`src/logic/cfs_pkg.sv`:
```
`default_nettype none
package cfs_pkg;
   // Bus geometry
   localparam int ADDR_W = 8;
   localparam int DATA_W = 8;
   // Data memory shape seen by the core
   localparam int SFR_COUNT = 128;
   localparam int GLOBAL_COUNT = 128;
   localparam int EXT_DATA_BYTES = 3840;
   // Register byte offsets
   localparam logic [7:0] A_WORK = 8'h00;
   localparam logic [7:0] A_OPND = 8'h04;
   localparam logic [7:0] A_CMD = 8'h08;
   localparam logic [7:0] A_COND = 8'h0c;
   localparam logic [7:0] A_PRODHI = 8'h10;
   localparam logic [7:0] A_SPEED = 8'h14;
   localparam logic [7:0] A_ISPEED = 8'h18;
   localparam logic [7:0] A_VECTOR = 8'h1c;
   localparam logic [7:0] A_APTR = 8'h20;
   localparam logic [7:0] A_DPTR = 8'h24;
   localparam logic [7:0] A_JUMP = 8'h28;
   localparam logic [7:0] A_CTRL = 8'h2c;
   // Command register fields
   localparam int CMD_OP_LSB = 0;
   localparam int CMD_IMM_LSB = 8;
   localparam int CMD_TGT_LSB = 16;
   localparam int TGT_W = 13;
   localparam int PAGE_W = 3;
   // Command codes
   localparam logic [3:0] OP_ADD = 4'h1;
   localparam logic [3:0] OP_SUB = 4'h2;
   localparam logic [3:0] OP_AND = 4'h3;
   localparam logic [3:0] OP_OR = 4'h4;
   localparam logic [3:0] OP_XOR = 4'h5;
   localparam logic [3:0] OP_MOVE = 4'h6;
   localparam logic [3:0] OP_ROT_RIGHT = 4'h7;
   localparam logic [3:0] OP_ROT_LEFT = 4'h8;
   localparam logic [3:0] OP_MUL_U = 4'h9;
   localparam logic [3:0] OP_MUL_S = 4'ha;
   localparam logic [3:0] OP_PAGE = 4'hb;
   localparam logic [3:0] OP_JUMP = 4'hc;
   localparam logic [3:0] OP_SPEED = 4'hd;
   localparam logic [3:0] OP_RETI = 4'he;
   // Condition status layout
   localparam int COND_PAGE_LSB = 5;
   localparam int COND_WDOG = 4;
   localparam int COND_LOWSUP = 3;
   localparam int COND_Z = 2;
   localparam int COND_DIGIT = 1;
   localparam int COND_CARRY = 0;
   localparam logic [7:0] COND_SW_MASK = 8'h07;
   // Speed setting layout; low nibble is not kept
   localparam int SPD_PLL_DIS = 7;
   localparam int SPD_XTAL_DIS = 6;
   localparam int SPD_SRC_LSB = 4;
   localparam logic [7:0] SPD_MASK = 8'hf0;
   localparam logic [7:0] SPD_RST = 8'h00;
   localparam logic [1:0] SRC_PLL = 2'b00;
   localparam logic [1:0] SRC_XTAL = 2'b01;
   localparam logic [1:0] SRC_SLOW = 2'b10;
   localparam logic [1:0] SRC_OFF = 2'b11;
   // Pin vector positions
   localparam int PIN_RSTN = 0;
   localparam int PIN_LSD = 1;
   localparam int PIN_IRQ_LSB = 2;
   localparam int CTRL_GIE = 0;
endpackage
`default_nettype wire

```
`src/logic/cfs_alu.sv`:
```
`default_nettype none
module cfs_alu
   import cfs_pkg::*;
(
   // Operation
   input wire logic [3:0] op,
   input wire logic [7:0] acc,
   input wire logic [7:0] opnd,
   input wire logic carry_in,
   // Results
   output logic [7:0] res,
   output logic [7:0] hi,
   output logic w_we,
   output logic hi_we,
   // Flag updates
   output logic z_upd,
   output logic dc_upd,
   output logic c_upd,
   output logic zero,
   output logic dc,
   output logic carry
);
   logic [8:0] sum;
   logic [4:0] nib;
   logic [15:0] prod;

   // Working register is the usual source and destination
   always_comb begin
      sum = 9'h000;
      nib = 5'h00;
      prod = 16'h0000;
      res = acc;
      hi = 8'h00;
      w_we = 1'b0;
      hi_we = 1'b0;
      z_upd = 1'b0;
      dc_upd = 1'b0;
      c_upd = 1'b0;
      dc = 1'b0;
      carry = 1'b0;
      unique case (op)
         OP_ADD: begin
            sum = {1'b0, acc} + {1'b0, opnd};
            nib = {1'b0, acc[3:0]} + {1'b0, opnd[3:0]};
            res = sum[7:0];
            carry = sum[8];
            dc = nib[4];
            {w_we, z_upd, dc_upd, c_upd} = 4'hf;
         end
         OP_SUB: begin
            // Carry and digit carry read as "no borrow"
            sum = {1'b0, acc} - {1'b0, opnd};
            nib = {1'b0, acc[3:0]} - {1'b0, opnd[3:0]};
            res = sum[7:0];
            carry = ~sum[8];
            dc = ~nib[4];
            {w_we, z_upd, dc_upd, c_upd} = 4'hf;
         end
         OP_AND, OP_OR, OP_XOR, OP_MOVE: begin
            res = (op == OP_AND) ? (acc & opnd) :
                  (op == OP_OR) ? (acc | opnd) :
                  (op == OP_XOR) ? (acc ^ opnd) : opnd;
            {w_we, z_upd} = 2'b11;
         end
         OP_ROT_RIGHT: begin
            res = {carry_in, acc[7:1]};
            carry = acc[0];
            {w_we, c_upd} = 2'b11;
         end
         OP_ROT_LEFT: begin
            res = {acc[6:0], carry_in};
            carry = acc[7];
            {w_we, c_upd} = 2'b11;
         end
         OP_MUL_U, OP_MUL_S: begin
            if (op == OP_MUL_S) begin
               prod = 16'($signed({{8{acc[7]}}, acc})
                  * $signed({{8{opnd[7]}}, opnd}));
            end else begin
               prod = {8'h00, acc} * {8'h00, opnd};
            end
            res = prod[7:0];
            hi = prod[15:8];
            {w_we, hi_we} = 2'b11;
         end
         default: begin
         end
      endcase
      zero = (res == 8'h00);
   end
endmodule
`default_nettype wire

```
`src/logic/cfs_core.sv`:
```
// Our own choices: register access over APB and the placing of the registers.
`default_nettype none
// Overview of operation
// - Zero flag set when an affecting result is zero, else cleared.
// - Digit carry: add carry out of bit 3; subtract no-borrow.
// - Carry: add carry out of bit 7; subtract no-borrow.
// - Rotate right loads carry with LSB, rotate left with MSB.
// - At each reset, watchdog cause flag shows watchdog overflow.
// - At each reset, brown-out cause flag shows low-supply detection.
// - Three page bits from page command extend 13-bit jump targets.
// - Multiply puts product high byte aside, low byte in working reg.
// - Speed setting read-only; changes on speed, interrupt, return.
// - Multiplier-disable bit set turns the clock multiplier off.
// - Crystal-disable bit stops oscillator and blocks its clock input.
// - Two-bit field picks the system clock source.
// - Source 00 multiplier, 01 crystal, 10 slow oscillator, 11 off.
// - Separate interrupt speed setting applies during interrupt service.
// - Reset comes from pin, power-on, brown-out, watchdog, debug.
// - Core works on 8-bit data in the documented memory shape.
// - Wide pointers are built from 8-bit register bytes.
// - Working register is the main operand of arithmetic.
// - One reprogrammable vector; peripherals and 8 pins interrupt.
module cfs_core
   import cfs_pkg::*;
#(
   parameter int EXT_IRQ_N = 8
) (
   // Clock and reset
   input wire logic pclk,
   input wire logic presetn,
   // APB slave
   input wire logic psel,
   input wire logic penable,
   input wire logic pwrite,
   input wire logic [ADDR_W-1:0] paddr,
   input wire logic [31:0] pwdata,
   input wire logic [3:0] pstrb,
   output logic [31:0] prdata,
   output logic pready,
   output logic pslverr,
   // Reset sources
   input wire logic reset_pin_n,
   input wire logic low_supply_detect,
   input wire logic wdt_overflow,
   input wire logic debug_reset,
   output logic core_reset,
   // Interrupt sources
   input wire logic periph_irq,
   input wire logic [EXT_IRQ_N-1:0] ext_irq,
   output logic isr_active,
   // Jump address
   output logic [15:0] jump_addr,
   output logic jump_strobe,
   // Clock controls
   output logic pll_disable,
   output logic main_crystal_disable_bit,
   output logic primary_clock_block,
   output logic [1:0] system_source_select,
   output logic [3:0] source_onehot
);
   localparam int PIN_N = EXT_IRQ_N + PIN_IRQ_LSB;
   localparam logic [PIN_N-1:0] PIN_IDLE = PIN_N'(1);

   // Widths the logic is built around
   if (EXT_IRQ_N < 1 || EXT_IRQ_N > 8) begin : g_chk_irq
      $error("EXT_IRQ_N must be 1 to 8");
   end
   if (DATA_W != 8) begin : g_chk_data
      $error("core data is 8 bits wide");
   end

   typedef struct packed {
      logic [PIN_N-1:0] s1;
      logic [PIN_N-1:0] s2;
      logic [PIN_N-1:0] s3;
      logic [PIN_N-1:0] filt;
      logic core_rst;
      logic [7:0] work;
      logic [7:0] opnd;
      logic [7:0] prodhi;
      logic [7:0] cond;
      logic [7:0] spd;
      logic [7:0] ispd;
      logic [7:0] sh_cond;
      logic [7:0] sh_spd;
      logic [15:0] vec;
      logic [15:0] dptr;
      logic [23:0] aptr;
      logic [15:0] jaddr;
      logic jstb;
      logic in_isr;
      logic gie;
      logic [31:0] rdata;
   } cfs_state_s;

   cfs_state_s s_q;
   cfs_state_s s_d;

   logic [PIN_N-1:0] pin_raw;
   logic setup;
   logic wr;
   logic fire;
   logic [3:0] cmd_op;
   logic [7:0] cmd_imm;
   logic [TGT_W-1:0] cmd_tgt;
   logic rst_req;
   logic irq_any;
   logic take;
   logic [31:0] rd_val;
   logic [7:0] alu_res;
   logic [7:0] alu_hi;
   logic alu_w_we;
   logic alu_hi_we;
   logic alu_z_upd;
   logic alu_dc_upd;
   logic alu_c_upd;
   logic alu_zero;
   logic alu_dc;
   logic alu_carry;

   // Every printed register answers; anything else is an error
   function automatic logic cfs_mapped(input logic [ADDR_W-1:0] a);
      return a inside {A_WORK, A_OPND, A_CMD, A_COND, A_PRODHI,
         A_SPEED, A_ISPEED, A_VECTOR, A_APTR, A_DPTR, A_JUMP, A_CTRL};
   endfunction

   // Bus phases; zero wait states
   assign setup = psel & ~penable;
   assign wr = psel & penable & pwrite & cfs_mapped(paddr);
   assign pready = 1'b1;
   assign pslverr = psel & penable & ~cfs_mapped(paddr);
   assign cmd_op = pwdata[CMD_OP_LSB +: 4];
   assign cmd_imm = pwdata[CMD_IMM_LSB +: 8];
   assign cmd_tgt = pwdata[CMD_TGT_LSB +: TGT_W];
   // Commands are dropped while the core is held in reset
   assign fire = wr & (paddr == A_CMD) & ~s_q.core_rst;

   // Asynchronous pins enter one shared synchroniser
   assign pin_raw = {ext_irq, low_supply_detect, reset_pin_n};
   // Any of the four sources holds the core in reset
   assign rst_req = ~s_q.filt[PIN_RSTN] | s_q.filt[PIN_LSD]
      | wdt_overflow | debug_reset;
   assign irq_any = periph_irq
      | (|s_q.filt[PIN_N-1:PIN_IRQ_LSB]);
   // An interrupt waits a cycle rather than race a command
   assign take = irq_any & s_q.gie & ~s_q.in_isr & ~fire
      & ~s_q.core_rst;

   cfs_alu u_alu (
      .op(fire ? cmd_op : 4'h0),
      .acc(s_q.work),
      .opnd(s_q.opnd),
      .carry_in(s_q.cond[COND_CARRY]),
      .res(alu_res),
      .hi(alu_hi),
      .w_we(alu_w_we),
      .hi_we(alu_hi_we),
      .z_upd(alu_z_upd),
      .dc_upd(alu_dc_upd),
      .c_upd(alu_c_upd),
      .zero(alu_zero),
      .dc(alu_dc),
      .carry(alu_carry)
   );

   // Read data, captured in the setup phase so prdata is a flop
   always_comb begin
      rd_val = 32'h0000_0000;
      unique case (paddr)
         A_WORK: rd_val[7:0] = s_q.work;
         A_OPND: rd_val[7:0] = s_q.opnd;
         A_COND: rd_val[7:0] = s_q.cond;
         A_PRODHI: rd_val[7:0] = s_q.prodhi;
         A_SPEED: rd_val[7:0] = s_q.spd;
         A_ISPEED: rd_val[7:0] = s_q.ispd;
         A_VECTOR: rd_val[15:0] = s_q.vec;
         A_APTR: rd_val[23:0] = s_q.aptr;
         A_DPTR: rd_val[15:0] = s_q.dptr;
         A_JUMP: rd_val[15:0] = s_q.jaddr;
         A_CTRL: rd_val[1:0] = {s_q.in_isr, s_q.gie};
         default: rd_val = 32'h0000_0000;
      endcase
   end

   // Next state of the whole block
   always_comb begin
      s_d = s_q;
      s_d.s1 = pin_raw;
      s_d.s2 = s_q.s1;
      s_d.s3 = s_q.s2;
      // A pin level counts only once two stages agree
      s_d.filt = (s_q.s2 & s_q.s3) | (s_q.filt & (s_q.s2 ^ s_q.s3));
      s_d.jstb = 1'b0;
      s_d.core_rst = rst_req;
      if (setup) begin
         s_d.rdata = rd_val;
      end
      if (rst_req) begin
         // Cause flags decided as the reset begins, merged while held
         if (!s_q.core_rst) begin
            s_d.cond[COND_WDOG] = wdt_overflow;
            s_d.cond[COND_LOWSUP] = s_q.filt[PIN_LSD];
         end else begin
            s_d.cond[COND_WDOG] = s_q.cond[COND_WDOG] | wdt_overflow;
            s_d.cond[COND_LOWSUP] = s_q.cond[COND_LOWSUP]
               | s_q.filt[PIN_LSD];
         end
         s_d.cond[COND_PAGE_LSB +: PAGE_W] = 3'h0;
         s_d.cond[COND_Z] = 1'b0;
         s_d.cond[COND_DIGIT] = 1'b0;
         s_d.cond[COND_CARRY] = 1'b0;
         s_d.work = 8'h00;
         s_d.opnd = 8'h00;
         s_d.prodhi = 8'h00;
         s_d.spd = SPD_RST;
         s_d.ispd = SPD_RST;
         s_d.sh_cond = 8'h00;
         s_d.sh_spd = SPD_RST;
         s_d.vec = 16'h0000;
         s_d.dptr = 16'h0000;
         s_d.aptr = 24'h00_0000;
         s_d.jaddr = 16'h0000;
         s_d.in_isr = 1'b0;
         s_d.gie = 1'b0;
      end else begin
         // Software writes; the speed setting has no write path
         if (wr) begin
            unique case (paddr)
               A_WORK: s_d.work = pwdata[7:0];
               A_OPND: s_d.opnd = pwdata[7:0];
               A_COND: s_d.cond = (s_q.cond & ~COND_SW_MASK)
                  | (pwdata[7:0] & COND_SW_MASK);
               A_ISPEED: s_d.ispd = pwdata[7:0] & SPD_MASK;
               A_VECTOR: s_d.vec = pwdata[15:0];
               A_CTRL: s_d.gie = pwdata[CTRL_GIE];
               A_APTR: begin
                  // Each byte lane lands in its own 8-bit register
                  for (int i = 0; i < 3; i++) begin
                     if (pstrb[i]) s_d.aptr[8*i +: 8] = pwdata[8*i +: 8];
                  end
               end
               A_DPTR: begin
                  for (int i = 0; i < 2; i++) begin
                     if (pstrb[i]) s_d.dptr[8*i +: 8] = pwdata[8*i +: 8];
                  end
               end
               default: begin
               end
            endcase
         end
         if (fire) begin
            // Flags not named by the command keep their value
            if (alu_w_we) s_d.work = alu_res;
            if (alu_hi_we) s_d.prodhi = alu_hi;
            if (alu_z_upd) s_d.cond[COND_Z] = alu_zero;
            if (alu_dc_upd) s_d.cond[COND_DIGIT] = alu_dc;
            if (alu_c_upd) s_d.cond[COND_CARRY] = alu_carry;
            if (cmd_op == OP_PAGE) begin
               s_d.cond[COND_PAGE_LSB +: PAGE_W] = cmd_imm[2:0];
            end
            if (cmd_op == OP_JUMP) begin
               s_d.jaddr = {s_q.cond[COND_PAGE_LSB +: PAGE_W],
                  cmd_tgt};
               s_d.jstb = 1'b1;
            end
            if (cmd_op == OP_SPEED) begin
               s_d.spd = cmd_imm & SPD_MASK;
            end
            if (cmd_op == OP_RETI && s_q.in_isr) begin
               // Page bits and speed come back from the shadows
               s_d.spd = s_q.sh_spd;
               s_d.cond[COND_PAGE_LSB +: PAGE_W] =
                  s_q.sh_cond[COND_PAGE_LSB +: PAGE_W];
               s_d.in_isr = 1'b0;
            end
         end
         if (take) begin
            // Entry swaps in the interrupt speed setting
            s_d.sh_cond = s_d.cond;
            s_d.sh_spd = s_q.spd;
            s_d.spd = s_q.ispd;
            s_d.cond[COND_PAGE_LSB +: PAGE_W] =
               s_q.vec[15 -: PAGE_W];
            s_d.in_isr = 1'b1;
         end
      end
   end

   // State register; the reset pin level idles high
   always_ff @(posedge pclk or negedge presetn) begin
      if (!presetn) begin
         s_q <= '0;
         s_q.s1 <= PIN_IDLE;
         s_q.s2 <= PIN_IDLE;
         s_q.s3 <= PIN_IDLE;
         s_q.filt <= PIN_IDLE;
         s_q.spd <= SPD_RST;
         s_q.ispd <= SPD_RST;
         s_q.sh_spd <= SPD_RST;
      end else begin
         s_q <= s_d;
      end
   end

   // Outputs straight from state
   assign prdata = s_q.rdata;
   assign core_reset = s_q.core_rst;
   assign isr_active = s_q.in_isr;
   assign jump_addr = s_q.jaddr;
   assign jump_strobe = s_q.jstb;
   assign pll_disable = s_q.spd[SPD_PLL_DIS];
   assign main_crystal_disable_bit = s_q.spd[SPD_XTAL_DIS];
   assign primary_clock_block = s_q.spd[SPD_XTAL_DIS];
   assign system_source_select = s_q.spd[SPD_SRC_LSB +: 2];
   // Order is off, slow, crystal, multiplier
   assign source_onehot = {system_source_select == SRC_OFF,
      system_source_select == SRC_SLOW,
      system_source_select == SRC_XTAL,
      system_source_select == SRC_PLL};
endmodule
`default_nettype wire

```
`config.mk`:
```
export PLATFORM = sky130hd
export DESIGN_NAME = cfs_core
export DESIGN_NICKNAME = d
export VERILOG_FILES = /design/src/logic/cfs_pkg.sv /design/src/logic/cfs_alu.sv /design/src/logic/cfs_core.sv
export SDC_FILE = /design/constraint.sdc
export NUM_CORES = 1
export LEC_CHECK = 0
export ABC_AREA = 0
export BUFFER_PORTS_ARGS = -buffer_cell sky130_fd_sc_hd__clkbuf_2
export CORE_MARGIN = 1.5
export CORE_UTILIZATION = 42
export DETAILED_ROUTE_END_ITERATION = 8
export GPL_ROUTABILITY_DRIVEN = 0
export PLACE_DENSITY = 0.6
export SKIP_CTS_REPAIR_TIMING = 1
export SYNTH_ARGS = -nofsm -noshare
export SYNTH_HDL_FRONTEND = slang
export SYNTH_SLANG_ARGS = --single-unit
```
`constraint.sdc`:
```
create_clock -name pclk -period 5.35 [get_ports pclk]
set_input_delay 0.535 -clock pclk [delete_from_list [all_inputs] [get_ports pclk]]
set_output_delay 0.535 -clock pclk [all_outputs]
set_load 0.05 [all_outputs]
```
# After elaboration in Yosys (flattened, before gate mapping)
# Index checks and enable logic that the tools add are counted.
# totals
elab_cells	190
output_inout_bits	62
input_bits	62
regBits	204
# op_classes
n_mux	57
mul	2
bitwise_logic	33
n_eq_ne	28
reduce_logical	42
n_addsub	4
# ops
op	count
8-bit 2-to-1 mux	20
136-bit 2-to-1 mux	1
16-bit 2-to-1 mux	5
6-bit case mux with 10 select lines	1
56-bit 2-to-1 mux	1
8-bit case mux with 6 select lines	1
8-bit by 5-bit == test with 1-bit output, second input constant	4
8-bit by 6-bit == test with 1-bit output, second input constant	4
8-bit by 8-bit multiplier with 16-bit output	2
8-bit case mux with 4 select lines	1
4-bit == test, second input constant	7
2-bit nonzero test	14
24-bit 2-to-1 mux	1
11-bit 2-to-1 mux	2
2-bit case mux with 11 select lines	1
10-bit AND	2
18-bit 2-to-1 mux	1
17-bit 2-to-1 mux	1
4-bit by 3-bit == test with 1-bit output, second input constant	4
8-bit by 4-bit == test with 1-bit output, second input constant	2
8-bit logical NOT	2
2-bit AND reduction	8
3-bit AND reduction	5
1-bit 2-to-1 mux	13
other kinds (33)	63

# Longest topological paths before layout
# depth
depth_word	16
depth_mapped	20
depth_no_buf	19

# Cells and area by module
# A second synthesis with hierarchy kept.
# hier_totals
cells_unflattened	1675
area_unflattened_um2	15283.4
# by_module_without_submodules
module	area_each_um2	cells_per_inst	n_inst	seq_area_each_um2
cfs_core	9227.6	891	1	4884.7
cfs_alu	6055.8	784	1	0.0

# Worst setup path before layout
# OpenSTA, ideal clock, no wires.
# synth_timing
kind	register to register
from	register s_q[164] (netlist name)
to	register s_q[154] (netlist name)
synth_period_minus_slack_ns	4.743
t_arrival_ns	4.606
setup_time_ns	0.136
stages_incl_launch_ff	18
path_buffers	0
slack_ns	0.607
required_time_ns	5.214
path_cell_list	dfrtp_1 > clkinv_1 > nor2_1 > inv_1 > fa_1 > fa_1 > inv_1 > fa_1 > fa_1 > ha_1 > o21a_1 > o31a_1 > o41ai_1 > o21ai_0 > o41ai_1 > xnor2_1 > a31oi_1 > a21oi_1
# synth_between
elab_chain_len	6
elab_cells_between_ends	7
classes_between	mul: 2; mux: 5
# synth_lines
element	line_no	source
from (decl)	cfs_core.sv:96	cfs_state_s s_q;
8-bit by 8-bit multiplier with 16-bit output (on tied branches)	cfs_alu.sv:80, cfs_alu.sv:78	
16-bit 2-to-1 mux *	cfs_alu.sv:76	if (op == OP_MUL_S) begin
8-bit 2-to-1 mux *	cfs_alu.sv:41	unique case (op)
8-bit 2-to-1 mux *	cfs_core.sv:254	if (alu_hi_we) s_d.prodhi = alu_hi;
11-bit 2-to-1 mux *	cfs_core.sv:251	if (fire) begin
136-bit 2-to-1 mux *	cfs_core.sv:198	if (rst_req) begin
# Every way passes the cells marked *; elsewhere a longest branch is shown, timed or not. The select of a mux whose other input is x is not followed.
# A chain may end at the register's enable or synchronous reset.

# Worst setup path in the final report
# layout_timing
from	register s_q[158] (netlist name)
to	register s_q[153] (netlist name)
# The elaborated chain is that of the path after synthesis.

==> metrics <==
setup violators final 0; WP data arrival 5.42 ns; Leakage Power 7.35 nW; Crit. End Element flip-flop; global-route usage over all layers about a quarter; CTS root buf clkbuf_16; grt ovf 0; Req. time, crit path ~5.7 ns; Vias/cell roughly 5.5; CTS tree built; Synth Instances 1558; final hold violations 0; die width 187 µm; Longest Clk Path Bufs 2; First DRT Iteration DRCs about 910; TritonCTS Buffers 17; router iterations before antenna repair 6; Max Slew Vio Count 0; synth warn 0; Via Count approximately 12000; async set-or-reset flop fraction in the synthesized netlist 100%; placed insts 2061; clock latency on the worst-skew pair between 0.4 and 0.5 ns; clock-pin slew on the worst setup and hold paths 0.08 ns; global-route wire length before repair ~66 mm; Yosys reg bits slightly below 200; area occupied by multi-input gates 8180 µm²; EDFF count, synth 0; TNS Setup 0 ns; Final Cycle Share 95.2%; Power, Total between 3 and 4 mW; routed len/inst around 20 µm; measured slew at the worst slew-check pin approximately 1.2 ns; Fill cells approximately 3200; CP Launch Type flip-flop; crit path time final approximately 5.1 ns; post-synthesis sequential area ratio around 34%; Top Ports ~120; run status finished, final reports clean; core area ~33000 µm²; slew margin rel. around 18%; Clock Sinks about 200; Final Non-Filler Cells around 2100; post-synth design cell area about 14000 µm²; Max Fclk roughly 200 MHz; Die Ht about 190 µm; H-tree depth 4; FF+latch area 4890 µm²; initial antenna violation count 0; remaining routing DRC violations 0; share of layout cells above drive strength 1 approximately 14%; maxcap violations 0; nets@finish around 1900; vias in the first global route around 11000; largest net degree at the start of global routing between 100 and 150; post-synthesis cell type count between 70 and 80; DP HPWL 31.6 mm; Starting Density roughly 43%; unrepaired setup endpoints after global routing no; Setup Skew between 0.01 and 0.015 ns; Ant. Diodes 0; ys flop type dfrtp_1; Tightest Hold Check Type input pin to async pin; WS Path Type flip-flop to flip-flop; routed wire length about 42 mm; Power Density about 190 nW/µm²; syn avg cell area between 9 and 10 µm²; final core occ a little under half; Row Count between 60 and 70; Post-DRT Antenna Nets 0; Worst VDD drop ~0.00024 V; Layout area overhead 10.8%; Die ar. between 30000 and 40000 µm²; CP max FO 7; input/output buffers 110
[report_power, final]
| part | switching (mW) | internal, mW | total [mW] |
|---|---|---|---|
| registers | 0.0204 | 1.51 | 1.53 |
| logic | 0.165 | 0.0528 | 0.218 |
| clock network | 0.609 | 0.657 | 1.27 |
[cell type report]
cell class | instances | share of cell area [%]
Tap cell | 448 | 3.55
Clock buffer | 17 | 2.70
Inverter | 157 | 3.74
Multi-Input combinational cell | 1095 | 51.9
Timing Repair Buffer | 166 | 6.21
Sequential cell | 195 | 31.0
Clock inverter | 14 | 0.944
[state kept, by name, indices dropped and copies added (netlist names)]
register and cells:
prdata 24, jump_addr 16, isr_active 1, pll_disable 1, main_crystal_disable_bit 1, s_q 128, core_reset 1, jump_strobe 1
s_d 20, system_source_select 2
[routing by layer]
layer  up-vias  share of wire, %  wire length [µm]  track usage [%]
li1       5403                 -                 -                -
met3        55               7.3              3030             4.78
met2       442                45             18600             37.5
met5         -                 0                 0                0
met4         0               1.9               794             5.96
met1      5686                46             19100             35.0
[path summary, 6_finish.rpt]
kind                                       from                      to  slack (ns)  cells past startpoint
max in group asynchronous               presetn  prdata[20]$_DFFE_PN0P_        3.65                      2
setup / recovery           s_q[158]$_DFFE_PN0P_    s_q[153]$_DFFE_PN0P_        0.26                     18
hold / removal                          presetn      s_d[184]$_DFF_PN0_        0.17                      1
hold reg to reg              s_d[193]$_DFF_PN0_      s_d[183]$_DFF_PN0_        0.35                      0
min in group pclk                   reset_pin_n      s_d[192]$_DFF_PN1_        0.18                      1
setup reg to reg           s_q[158]$_DFFE_PN0P_    s_q[153]$_DFFE_PN0P_        0.26                     18
[stage by stage]
step | hold slack (ns) | setup slack [ns] | cell area [µm²]
6_report | 0.168 | 0.258 | 15800
5_1_grt | 0.152 | 0.0156 | 15800
4_1_cts | 0.164 | 0.208 | 15800
3_5_place_dp | 0.337 | 0.241 | 15200
3_3_place_gp | 0.335 | 0.272 | 15200
2_1_floorplan | 0.239 | 0.607 | 14300
[kinds of logic after synthesis]
logic type / after synthesis / share of synthesized area (%)
AND/OR/NAND/NOR: 489 / 14.9
multiplexers: 45 / 3.53
AO/OA/AOI/OAI: 337 / 16.0
XOR/XNOR: 35 / 2.15
adder cells (fa/ha/maj): 180 / 20.4
flip-flops: 195 / 34.3
buffers and inverters: 275 / 8.69
other: 2 / 0.0527
[worst max-delay path, stage by stage, from the launching register on]
cell,delay (ns)
dfrtp_1,0.50
inv_1,0.31
nor2_1,0.12
fa_1,0.54
fa_1,0.50
fa_1,0.51
inv_1,0.05
fa_1,0.47
inv_1,0.04
ha_1,0.34
nand3_1,0.12
o211ai_1,0.14
o41ai_1,0.29
buf_4,0.18
o21ai_0,0.11
xnor2_1,0.36
nor2_1,0.08
a211oi_1,0.25
nor2_1,0.07
[cells in the final DEF (no fill, tap or decap), types with 6 or more instances in the layout]
cell	Yosys	layout
mux2i_1	39	39
a222oi_1	7	7
a221oi_1	14	14
inv_1	152	152
o22ai_1	7	7
a221o_1	11	11
a31oi_1	12	12
ha_1	93	93
a22oi_1	13	13
a22o_1	29	29
and3_1	14	14
nand3_1	26	26
clkbuf_16	0	17
nor4_1	9	6
xnor2_1	31	31
nor2_1	146	145
dfrtp_1	191	187
nand2b_1	7	7
o211ai_1	8	8
a211oi_1	14	14
a21o_1	18	18
nor3_1	24	23
conb_1	2	9
nor2b_1	13	13
fa_1	87	87
nand2_1	221	221
o21ai_0	81	81
clkbuf_2	0	109
a21oi_1	83	83
buf_4	52	56
[synth_stat cells, drive strengths merged, types with 3 or more instances]
| cell | number | area, µm² |
|---|---|---|
| dfrtp | 191 | 4780 |
| or4 | 4 | 37.5 |
| clkinv | 5 | 18.8 |
| nor2 | 146 | 548 |
| o21ai | 81 | 405 |
| xor2 | 4 | 35.0 |
| a31oi | 12 | 75.1 |
| o22ai | 7 | 43.8 |
| a21o | 18 | 135 |
| ha | 93 | 1160 |
| fa | 87 | 1740 |
| a221oi | 14 | 123 |
| and3 | 14 | 87.6 |
| nor3 | 25 | 136 |
| nor4 | 9 | 56.3 |
| a222oi | 7 | 70.1 |
| and2 | 5 | 31.3 |
| nand3 | 26 | 130 |
| o21a | 4 | 30.0 |
| nand4 | 5 | 31.3 |
| a221o | 11 | 110 |
| a22o | 29 | 254 |
| buf | 61 | 434 |
| o211ai | 8 | 60.1 |
| nand2 | 221 | 830 |
| mux4 | 4 | 90.1 |
| a22oi | 13 | 97.6 |
| clkbuf | 57 | 214 |
| inv | 152 | 571 |
| a211oi | 14 | 105 |
| mux2i | 39 | 390 |
| o41ai | 5 | 43.8 |
| dfstp | 4 | 105 |
| or3 | 4 | 25.0 |
| a2111oi | 5 | 62.6 |
| o31ai | 3 | 22.5 |
| xnor2 | 31 | 272 |
| nand2b | 7 | 43.8 |
| nor2b | 13 | 81.3 |
| a21oi | 84 | 424 |
Power figures use the tool's default switching activity.
